<file path="src/core/imc_regs.svh">
// Purpose: register map and timing defaults of the two-wire master
// Assumes: byte addresses on a 32-bit APB
// Notes:   counts are in I2C clock periods
// How it works
// - restart permit 0 forbids repeated starts; resets to 1
// - without restarts each byte ends with stop, next starts afresh
// - start byte request without restarts is dropped, abort flag bit 6 set
// - speed 01 standard 100 kbit/s, 10 fast 400 kbit/s, others reserved
// - speed field changes only while interface enable is 0
// - master enable bit 0, reset 1, changes only while interface disabled
// - control and target writes ignored while interface enabled
// - 7-bit target in bits 6-0 used; bits 9-7 read zero
// - command bit 8 written 0 queues a write, 1 a read
// - data bits 7-0 carry byte sent, or byte received on reads
// - standard high count writes dropped unless interface disabled
// - standard high count below 6 loads 6
// - standard SCL high lasts (count plus 8) I2C clock periods
// - resets: high count 0064h, data 0000h, target 0055h
`ifndef IMC_REGS_SVH
`define IMC_REGS_SVH

// ----------------------------------------
// offsets
// ----------------------------------------
`define IMC_CTRL_OFS  16'h3800
`define IMC_TAR_OFS   16'h3804
`define IMC_RSVD_OFS  16'h3808
`define IMC_DATA_OFS  16'h3810
`define IMC_HCNT_OFS  16'h3814
`define IMC_STAT_OFS  16'h382c
`define IMC_CLR_OFS   16'h3830
`define IMC_INTEN_OFS 16'h3834
`define IMC_DIV_OFS   16'h3838
`define IMC_IFEN_OFS  16'h386c

// ----------------------------------------
// fields and values
// ----------------------------------------
`define IMC_CMD_READ_BIT  8
`define IMC_CMD_SBYTE_BIT 10
`define IMC_ST_NACK_BIT   0
`define IMC_ST_DONE_BIT   1
`define IMC_ST_ABORT_BIT  6
`define IMC_SPD_FAST      2'h2
`define IMC_START_BYTE    8'h01
`define IMC_TAR_RST       7'h55
`define IMC_DATA_RST      8'h00
`define IMC_HCNT_RST      16'h0064
`define IMC_HCNT_MIN      16'h0006
`define IMC_HIGH_ADD      17'h00008
`define IMC_LOW_ADD       17'h00001
`define IMC_LCNT_STD      16'h0076
`define IMC_HCNT_FAST     16'h000f
`define IMC_LCNT_FAST     16'h0021
`define IMC_DIV_RST       16'h0000

`endif

</file>
<file path="src/core/imc_pkg.sv">
// Purpose: types of the two-wire master
// Assumes: nothing
// Notes:   one-hot codes written out
package imc_pkg;

	typedef enum logic [8:0] {
		ST_IDLE     = 9'h001,
		ST_RESTART  = 9'h002,
		ST_START_A  = 9'h004,
		ST_START_B  = 9'h008,
		ST_BIT_LO   = 9'h010,
		ST_BIT_HI   = 9'h020,
		ST_STOP_LO  = 9'h040,
		ST_STOP_HI  = 9'h080,
		ST_STOP_END = 9'h100
	} imc_state_t;

	typedef enum logic [2:0] {
		PH_SBYTE = 3'h1,
		PH_ADDR  = 3'h2,
		PH_DATA  = 3'h4
	} imc_phase_t;

	typedef struct packed {
		logic sclOut;
		logic sclOeN;
		logic sdaOut;
		logic sdaOeN;
	} imc_pad_out_t;

	typedef struct packed {
		logic [1:0]  sclSync;
		logic [1:0]  sdaSync;
		logic        rsv6;
		logic        restartEn;
		logic [1:0]  speed;
		logic        masterEn;
		logic [6:0]  tar;
		logic [7:0]  rxData;
		logic        pend;
		logic        pendRead;
		logic        pendSbyte;
		logic [7:0]  pendData;
		logic        curRead;
		logic [7:0]  curData;
		logic [15:0] hcnt;
		logic        ifEn;
		logic [15:0] div;
		logic [15:0] divCnt;
		logic [6:0]  status;
		logic [6:0]  intEn;
		imc_state_t  st;
		imc_phase_t  phase;
		logic [16:0] cnt;
		logic [8:0]  shift;
		logic [3:0]  bitIdx;
		logic        sclLow;
		logic        sdaLow;
		logic [31:0] prdata;
	} imc_core_state_t;

endpackage

</file>
<file path="src/core/imc_core.sv">
// Purpose: register-driven two-wire bus master behind an APB slave
// Assumes: one clock; pins are open drain, resolved outside
// Notes:   one command held at a time; software polls the pending bit
//
// Our own choice: the APB interface to the registers.
`timescale 1ns/100ps
`default_nettype none
`include "imc_regs.svh"

module imc_core
	import imc_pkg::*;
#(
	parameter logic [15:0] LOW_STD   = `IMC_LCNT_STD,
	parameter logic [15:0] HIGH_FAST = `IMC_HCNT_FAST,
	parameter logic [15:0] LOW_FAST  = `IMC_LCNT_FAST
)(
	// clock and reset
	input  wire logic         clock,
	input  wire logic         rstn,
	// apb slave
	input  wire logic         psel,
	input  wire logic         penable,
	input  wire logic         pwrite,
	input  wire logic [15:0]  paddr,
	input  wire logic [31:0]  pwdata,
	output var  logic [31:0]  prdata,
	output var  logic         pready,
	output var  logic         pslverr,
	// interrupt
	output var  logic         irq,
	// two-wire pins
	input  wire logic         sclIn,
	input  wire logic         sdaIn,
	output var  imc_pad_out_t pads
);

// ----------------------------------------
// helpers
// ----------------------------------------
function automatic logic [16:0] highTicks(input logic [1:0] spd, input logic [15:0] hc);
	if (spd == `IMC_SPD_FAST)
		highTicks = {1'b0, HIGH_FAST} + `IMC_HIGH_ADD;
	else
		highTicks = {1'b0, hc} + `IMC_HIGH_ADD;
endfunction

function automatic logic [16:0] lowTicks(input logic [1:0] spd);
	if (spd == `IMC_SPD_FAST)
		lowTicks = {1'b0, LOW_FAST} + `IMC_LOW_ADD;
	else
		lowTicks = {1'b0, LOW_STD} + `IMC_LOW_ADD;
endfunction

function automatic logic isMapped(input logic [15:0] a);
	case (a)
		`IMC_CTRL_OFS, `IMC_TAR_OFS, `IMC_RSVD_OFS, `IMC_DATA_OFS,
		`IMC_HCNT_OFS, `IMC_STAT_OFS, `IMC_CLR_OFS, `IMC_INTEN_OFS,
		`IMC_DIV_OFS, `IMC_IFEN_OFS: isMapped = 1'b1;
		default: isMapped = 1'b0;
	endcase
endfunction

// ----------------------------------------
// state
// ----------------------------------------
localparam imc_core_state_t RST = '{
	sclSync:   2'h3,
	sdaSync:   2'h3,
	rsv6:      1'b1,
	restartEn: 1'b1,
	speed:     `IMC_SPD_FAST,
	masterEn:  1'b1,
	tar:       `IMC_TAR_RST,
	rxData:    `IMC_DATA_RST,
	pend:      1'b0,
	pendRead:  1'b0,
	pendSbyte: 1'b0,
	pendData:  8'h00,
	curRead:   1'b0,
	curData:   8'h00,
	hcnt:      `IMC_HCNT_RST,
	ifEn:      1'b0,
	div:       `IMC_DIV_RST,
	divCnt:    16'h0000,
	status:    7'h00,
	intEn:     7'h00,
	st:        ST_IDLE,
	phase:     PH_ADDR,
	cnt:       17'h00000,
	shift:     9'h1ff,
	bitIdx:    4'h0,
	sclLow:    1'b0,
	sdaLow:    1'b0,
	prdata:    32'h00000000
};

imc_core_state_t s;
imc_core_state_t n;
logic            apbWr;

assign apbWr = psel & penable & pwrite;

// ----------------------------------------
// next state
// ----------------------------------------
always_comb
begin
	logic        tick;
	logic        step;
	logic        held;
	logic        contOk;
	logic        rdData;
	logic [16:0] lo;
	logic [16:0] hi;
	logic [8:0]  nsh;
	logic [8:0]  ld;
	logic [3:0]  nIdx;
	logic [6:0]  setBits;
	logic [6:0]  clrBits;
	tick    = 1'b0;
	held    = 1'b0;
	step    = 1'b0;
	setBits = 7'h00;
	clrBits = 7'h00;
	n       = s;
	lo      = lowTicks(s.speed) - 17'h00001;
	hi      = highTicks(s.speed, s.hcnt) - 17'h00001;
	nsh     = {s.shift[7:0], s.sdaSync[1]};
	nIdx    = s.bitIdx + 4'h1;
	rdData  = s.curRead && (s.phase == PH_DATA);
	contOk  = s.pend && s.ifEn && s.masterEn && !s.pendSbyte && s.restartEn;
	ld      = s.pendRead ? 9'h1ff : {s.pendData, 1'b1};

	n.sclSync = {s.sclSync[0], sclIn};
	n.sdaSync = {s.sdaSync[0], sdaIn};

	// read data is latched in setup so it is steady through access
	if (psel && !penable && !pwrite)
	begin
		case (paddr)
			`IMC_CTRL_OFS:  n.prdata = {25'h0, s.rsv6, s.restartEn, 2'h0, s.speed,
				s.masterEn};
			`IMC_TAR_OFS:   n.prdata = {25'h0, s.tar};
			`IMC_DATA_OFS:  n.prdata = {24'h0, s.rxData};
			`IMC_HCNT_OFS:  n.prdata = {16'h0, s.hcnt};
			`IMC_STAT_OFS:  n.prdata = {25'h0, s.status};
			`IMC_INTEN_OFS: n.prdata = {25'h0, s.intEn};
			`IMC_DIV_OFS:   n.prdata = {16'h0, s.div};
			`IMC_IFEN_OFS:  n.prdata = {29'h0, !s.st[0], s.pend, s.ifEn};
			default:        n.prdata = 32'h00000000;
		endcase
	end

	if (apbWr)
	begin
		case (paddr)
			`IMC_CTRL_OFS:
			begin
				if (!s.ifEn)
				begin
					n.rsv6      = pwdata[6];
					n.restartEn = pwdata[5];
					n.speed     = pwdata[2:1];
					n.masterEn  = pwdata[0];
				end
			end
			`IMC_TAR_OFS:
			begin
				if (!s.ifEn)
					n.tar = pwdata[6:0];
			end
			`IMC_DATA_OFS:
			begin
				// no queue: a command written while one is pending is dropped
				if (s.ifEn && s.masterEn && !s.pend)
				begin
					n.pend      = 1'b1;
					n.pendRead  = pwdata[`IMC_CMD_READ_BIT];
					n.pendSbyte = pwdata[`IMC_CMD_SBYTE_BIT];
					n.pendData  = pwdata[7:0];
				end
			end
			`IMC_HCNT_OFS:
			begin
				if (!s.ifEn)
					n.hcnt = (pwdata[15:0] < `IMC_HCNT_MIN) ? `IMC_HCNT_MIN
						: pwdata[15:0];
			end
			`IMC_CLR_OFS:   clrBits = pwdata[6:0];
			`IMC_INTEN_OFS: n.intEn = pwdata[6:0];
			`IMC_DIV_OFS:   n.div = pwdata[15:0];
			`IMC_IFEN_OFS:  n.ifEn = pwdata[0];
			default: ;
		endcase
	end

	// i2c clock period enable
	if (s.divCnt >= s.div)
	begin
		n.divCnt = 16'h0000;
		tick     = 1'b1;
	end
	else
		n.divCnt = s.divCnt + 16'h0001;

	// a slave holding SCL low pauses the high phases
	held = (s.st == ST_START_A || s.st == ST_BIT_HI || s.st == ST_STOP_HI)
		&& !s.sclSync[1];
	if (tick && !held)
	begin
		if (s.cnt == 17'h00000)
			step = 1'b1;
		else
			n.cnt = s.cnt - 17'h00001;
	end

	case (s.st)
		ST_IDLE:
		begin
			if (s.pend && s.ifEn && s.masterEn)
			begin
				n.pend = 1'b0;
				if (s.pendSbyte && !s.restartEn)
					setBits[`IMC_ST_ABORT_BIT] = 1'b1;
				else
				begin
					n.curRead = s.pendRead;
					n.curData = s.pendData;
					n.phase   = s.pendSbyte ? PH_SBYTE : PH_ADDR;
					n.st      = ST_START_A;
					n.cnt     = hi;
				end
			end
		end
		ST_RESTART:
		begin
			if (step)
			begin
				n.sclLow = 1'b0;
				n.st     = ST_START_A;
				n.cnt    = hi;
			end
		end
		ST_START_A:
		begin
			if (step)
			begin
				n.sdaLow = 1'b1;
				n.st     = ST_START_B;
				n.cnt    = hi;
			end
		end
		ST_START_B:
		begin
			if (step)
			begin
				n.shift  = (s.phase == PH_SBYTE) ? {`IMC_START_BYTE, 1'b1}
					: {s.tar, s.curRead, 1'b1};
				n.sdaLow = !n.shift[8];
				n.bitIdx = 4'h0;
				n.sclLow = 1'b1;
				n.st     = ST_BIT_LO;
				n.cnt    = lo;
			end
		end
		ST_BIT_LO:
		begin
			if (step)
			begin
				n.sclLow = 1'b0;
				n.st     = ST_BIT_HI;
				n.cnt    = hi;
			end
		end
		ST_BIT_HI:
		begin
			if (step)
			begin
				n.shift  = nsh;
				n.bitIdx = nIdx;
				n.sclLow = 1'b1;
				n.cnt    = lo;
				n.st     = ST_BIT_LO;
				if (nIdx < 4'h9)
				begin
					// on reads the master acks only when another read follows
					if (rdData)
						n.sdaLow = (nIdx == 4'h8) && s.pendRead && contOk;
					else
						n.sdaLow = !nsh[8];
				end
				else
				begin
					n.bitIdx = 4'h0;
					n.sdaLow = 1'b1;
					n.st     = ST_STOP_LO;
					if (s.phase == PH_SBYTE)
					begin
						n.phase  = PH_ADDR;
						n.sdaLow = 1'b0;
						n.st     = ST_RESTART;
					end
					else if (s.phase == PH_ADDR)
					begin
						if (nsh[0])
							setBits[`IMC_ST_NACK_BIT] = 1'b1;
						else
						begin
							n.phase  = PH_DATA;
							n.shift  = s.curRead ? 9'h1ff : {s.curData, 1'b1};
							n.sdaLow = !s.curRead && !s.curData[7];
							n.st     = ST_BIT_LO;
						end
					end
					else
					begin
						setBits[`IMC_ST_DONE_BIT] = 1'b1;
						if (s.curRead)
							n.rxData = nsh[8:1];
						else if (nsh[0])
							setBits[`IMC_ST_NACK_BIT] = 1'b1;
						// without restarts every byte closes with stop
						if (!nsh[0] && contOk)
						begin
							n.pend    = 1'b0;
							n.curData = s.pendData;
							n.curRead = s.pendRead;
							if (s.pendRead == s.curRead)
							begin
								n.shift  = ld;
								n.sdaLow = !ld[8];
								n.st     = ST_BIT_LO;
							end
							else
							begin
								n.phase  = PH_ADDR;
								n.sdaLow = 1'b0;
								n.st     = ST_RESTART;
							end
						end
					end
				end
			end
		end
		ST_STOP_LO:
		begin
			if (step)
			begin
				n.sclLow = 1'b0;
				n.st     = ST_STOP_HI;
				n.cnt    = hi;
			end
		end
		ST_STOP_HI:
		begin
			if (step)
			begin
				n.sdaLow = 1'b0;
				n.st     = ST_STOP_END;
				n.cnt    = hi;
			end
		end
		ST_STOP_END:
		begin
			if (step)
				n.st = ST_IDLE;
		end
		default:
		begin
			n.st     = ST_IDLE;
			n.sclLow = 1'b0;
			n.sdaLow = 1'b0;
		end
	endcase

	// set wins over a clear in the same cycle
	n.status = (s.status & ~clrBits) | setBits;
end

always_ff @(posedge clock or negedge rstn)
begin
	if (!rstn)
		s <= RST;
	else
		s <= n;
end

// ----------------------------------------
// outputs
// ----------------------------------------
assign prdata      = s.prdata;
assign pready      = 1'b1;
assign pslverr     = psel & penable & !isMapped(paddr);
assign irq         = |(s.status & s.intEn);
assign pads.sclOut = 1'b0;
assign pads.sclOeN = !s.sclLow;
assign pads.sdaOut = 1'b0;
assign pads.sdaOeN = !s.sdaLow;
endmodule

`default_nettype wire

</file>
<file path="config.mk">
export PLATFORM = sky130hd
export DESIGN_NAME = imc_core
export DESIGN_NICKNAME = d
export VERILOG_FILES = /design/src/core/imc_pkg.sv /design/src/core/imc_core.sv
export VERILOG_INCLUDE_DIRS = /design/src /design/src/core
export SDC_FILE = /design/constraint.sdc
export NUM_CORES = 1
export LEC_CHECK = 0
export BUFFER_PORTS_ARGS = -buffer_cell sky130_fd_sc_hd__buf_2
export CAP_MARGIN = 25
export CORE_MARGIN = 3
export CORE_UTILIZATION = 50
export CTS_CLUSTER_DIAMETER = 30
export DETAILED_ROUTE_END_ITERATION = 16
export PLACE_DENSITY = 0.81
export RECOVER_POWER = 25
export SETUP_SLACK_MARGIN = 0.3
export SLEW_MARGIN = 25
export SYNTH_ARGS = -nofsm -noshare
export SYNTH_HDL_FRONTEND = slang
export SYNTH_SLANG_ARGS = --single-unit
</file>
<file path="constraint.sdc">
create_clock -name clock -period 4.2 [get_ports clock]
set_clock_uncertainty 0.2 [all_clocks]
set_input_delay 0.42 -clock clock [delete_from_list [all_inputs] [get_ports clock]]
set_output_delay 0.42 -clock clock [all_outputs]
set_load 0.005 [all_outputs]
</file>
==> results_dict.tcl <==
set metrics [dict create \
    yosysWarnings 0 \
    p_int_uw 2550 \
    post_drt_wl_per_cell_um 19.1 \
    drtPass1Iterations 6 \
    violations "max-capacitance violations, max-slew violations" \
    cap_violations 1 \
    critPathLaunchType "flip-flop" \
    cts_inserted_buffers 17 \
    hold_viol_final 0 \
    hp-start "pwdata[14]" \
    synth-async-reset-ratio 1.00 \
    path_max_fanout 20 \
    hold-path-cell-count 3 \
    worstPathArrival_ns 3.80 \
    drv_slew 103 \
    pwr-share-comb 0.033 \
    antennaDiodeCount 0 \
    finalWirelength_um 24500 \
    cts.sinks 166 \
    seqPwrFrac 0.484 \
    gr-total-overflow 0 \
    core_um2 18400 \
    die_x_um 144 \
    port_buffers 58 \
    fmaxAchievable_mhz 274 \
    start_util 0.521 \
    synthCells 1001 \
    r2r_cells 8 \
    cellPowerDensity_nw_per_um2 315 \
    io_pins 94 \
    grt_pass1_wl_um 39700 \
    fin_hold_ws_ns 0.0532 \
    syn_area_um2 9580 \
    layout_commonest_cell "dfrtp_1" \
    place.gp.congestion 0.906 \
    ys.flop_type "dfrtp_1" \
    drtAntennaViolNets 0 \
    h-tree-depth 4 \
    most-common-layout-cells "dfrtp_1 (141), nand2_1 (95), nor2_1 (94)" \
    worstPathRequired_ns 4.35 \
    avgSynthCellArea_um2 9.57 \
    cts_tree "yes" \
    num-fill-cells 1547 \
    grt_setup_unrepaired "no" \
    worst_slew_pin_slew_ns 2.51 \
    cellLeakagePower_uw 0.00483 \
    hold_end "s[120]$_DFFE_PN0P_" \
    rrSetupSlack_ns 0.55 \
    clkPwrFrac 0.483 \
    insertion_delay_ns 0.43 \
    status "finished, violations left" \
    fin_setup_tns_ns 0 \
    r2r_end "s[47]$_DFF_PN0_" \
    hold_buffers 3 \
    dp.cells 1249 \
    fin_crit_sh 0.868 \
    root_buffer "clkbuf_16" \
    via_per_inst 6.27 \
    synth.yosys.seq_area_share 0.437 \
    vias 8048 \
    p_sw_frac 0.234 \
    crit_type "flip-flop to flip-flop" \
    die_h_um 144 \
    p_switching_uw 782 \
    min_period_ns 3.65 \
    setup_viol 0 \
    fin_nets 1120 \
    r2r-start "s[47]$_DFF_PN0_" \
    ir_drop_uv 261 \
    drive_gt1_frac 0.192 \
    track_usage 0.240 \
    num_rows 49 \
    cts_resized 0 \
    grt_pass1_vias 7643 \
    die_area_um2 20800 \
    final-seq-area_um2 4190 \
    place_hpwl_um 17300 \
    antenna_found_initial 0 \
    drc 0 \
    slew_headroom -0.671 \
    multiInputGateArea_um2 4910 \
    yosysUniqueCellTypes 73 \
    clk_pin_slew_worst_paths_ns 0.07 \
    clockBufferDepth 2 \
    postCtsSetupRepairBufs 0 \
    grt_max_degree 104 \
    ys_ff_latch 166 \
    hp-class "input port to flip-flop" \
    crit_path_end_kind "flip-flop" \
    drt-initial-drc-count 761 \
    final_cells 1284 \
    synth_edf_count 0 \
    area_growth_pct 10.5 \
]
[flip-flops by register name, summed over array words and instances (netlist names)]
register	count
n	2
prdata	16
s	148
[worst max path at each step]
stage / from / endpoint / slack [ns] / depth (start not counted)
2_1_floorplan: s[47]$_DFF_PN0_ / s[159]$_DFFE_PN0P_ / 0.92 / 9
3_3_place_gp: s[90]$_DFF_PN0_ / s[139]$_DFFE_PN0P_ / 0.62 / 9
3_5_place_dp: s[90]$_DFF_PN0_ / s[146]$_DFFE_PN0P_ / 0.60 / 9
4_1_cts: s[90]$_DFF_PN0_ / s[146]$_DFFE_PN0P_ / 0.59 / 9
5_1_grt: s[90]$_DFF_PN0_ / s[146]$_DFFE_PN0P_ / 0.32 / 9
6_report: s[47]$_DFF_PN0_ / s[47]$_DFF_PN0_ / 0.55 / 8
[area by class of cell]
cell class                 instances  share of cell area
multi-input combinational        743               0.464
inverter                          33              0.0117
clock buffer                      19              0.0419
sequential                       166               0.396
timing repair buffer              81              0.0445
clock inverter                    13              0.0150
tap                              229              0.0271
[power groups by stage]
| stage | registers (uW) | logic (uW) | clock network (uW) |
|---|---|---|---|
| floorplan | 1640 | 48.9 | 0 |
| CTS | 1610 | 111 | 1620 |
| global placement | 1640 | 107 | 0 |
| global route | 1620 | 122 | 1690 |
| detailed placement | 1640 | 108 | 0 |
| finish | 1620 | 108 | 1610 |
[layer usage]
| metal | up-vias | track usage | wire [um] |
|---|---|---|---|
| li1 | 3704 | - | - |
| met1 | 3931 | 0.331 | 10500 |
| met2 | 353 | 0.382 | 11500 |
| met3 | 60 | 0.0479 | 1840 |
| met4 | 0 | 0.0820 | 642 |
| met5 | - | 0 | 0 |
[synthesized netlist by cell type, types with 4 or more instances]
| cell | count | area [um^2] |
|---|---|---|
| a211oi_1 | 5 | 37.5 |
| a21boi_0 | 5 | 37.5 |
| a21o_1 | 8 | 60.1 |
| a21oi_1 | 35 | 175 |
| a221oi_1 | 11 | 96.3 |
| a222oi_1 | 11 | 110 |
| a22o_1 | 4 | 35.0 |
| a22oi_1 | 13 | 97.6 |
| a2bb2oi_1 | 12 | 105 |
| a31oi_1 | 10 | 62.6 |
| and2_1 | 6 | 37.5 |
| and3_1 | 9 | 56.3 |
| and4_1 | 5 | 43.8 |
| buf_4 | 35 | 263 |
| clkbuf_1 | 37 | 139 |
| dfrtp_1 | 141 | 3530 |
| dfstp_2 | 25 | 657 |
| ha_1 | 23 | 288 |
| inv_1 | 33 | 124 |
| mux2_2 | 61 | 687 |
| nand2_1 | 95 | 357 |
| nand2b_1 | 8 | 50.1 |
| nand3_1 | 29 | 145 |
| nand3b_1 | 5 | 37.5 |
| nand4_1 | 17 | 106 |
| nand4b_1 | 6 | 52.6 |
| nor2_1 | 94 | 353 |
| nor2b_1 | 6 | 37.5 |
| nor3_1 | 24 | 120 |
| nor4_1 | 14 | 87.6 |
| nor4b_1 | 4 | 35.0 |
| o21ai_0 | 59 | 295 |
| o22ai_1 | 21 | 131 |
| or3_1 | 7 | 43.8 |
| or4_1 | 9 | 67.6 |
| xnor2_1 | 21 | 184 |
| xor2_1 | 32 | 280 |
[metrics by stage]
step	setup WS [ns]	power [uW]	cell area, um^2	util
after floorplan	0.920	1690	9640	-
after global placement	0.618	1750	9960	0.542
after detailed placement	0.598	1750	9960	0.542
after CTS	0.590	3350	10600	0.576
after global routing	0.324	3430	10600	0.575
final	0.553	3330	10600	0.575
[worst max-delay path, stage by stage, from the launching register on]
cell and delay [ns]:
dfrtp_1 0.39, inv_1 0.12, ha_1 0.15, or4b_2 0.60
or4_4 0.59, a211o_1 0.45, nor2_1 0.77, a2bb2oi_1 0.19
o21ai_0 0.11
[cells by family after synthesis]
kind of cell	after synthesis	share of synthesized area
xor+xnor	53	0.0485
simple gates	357	0.189
buf+inv	109	0.0575
other cells	2	0.000784
fa+ha+maj	23	0.0301
mux	65	0.0760
flops	166	0.437
compound gates	226	0.161
(Power assumes the default switching activity.)
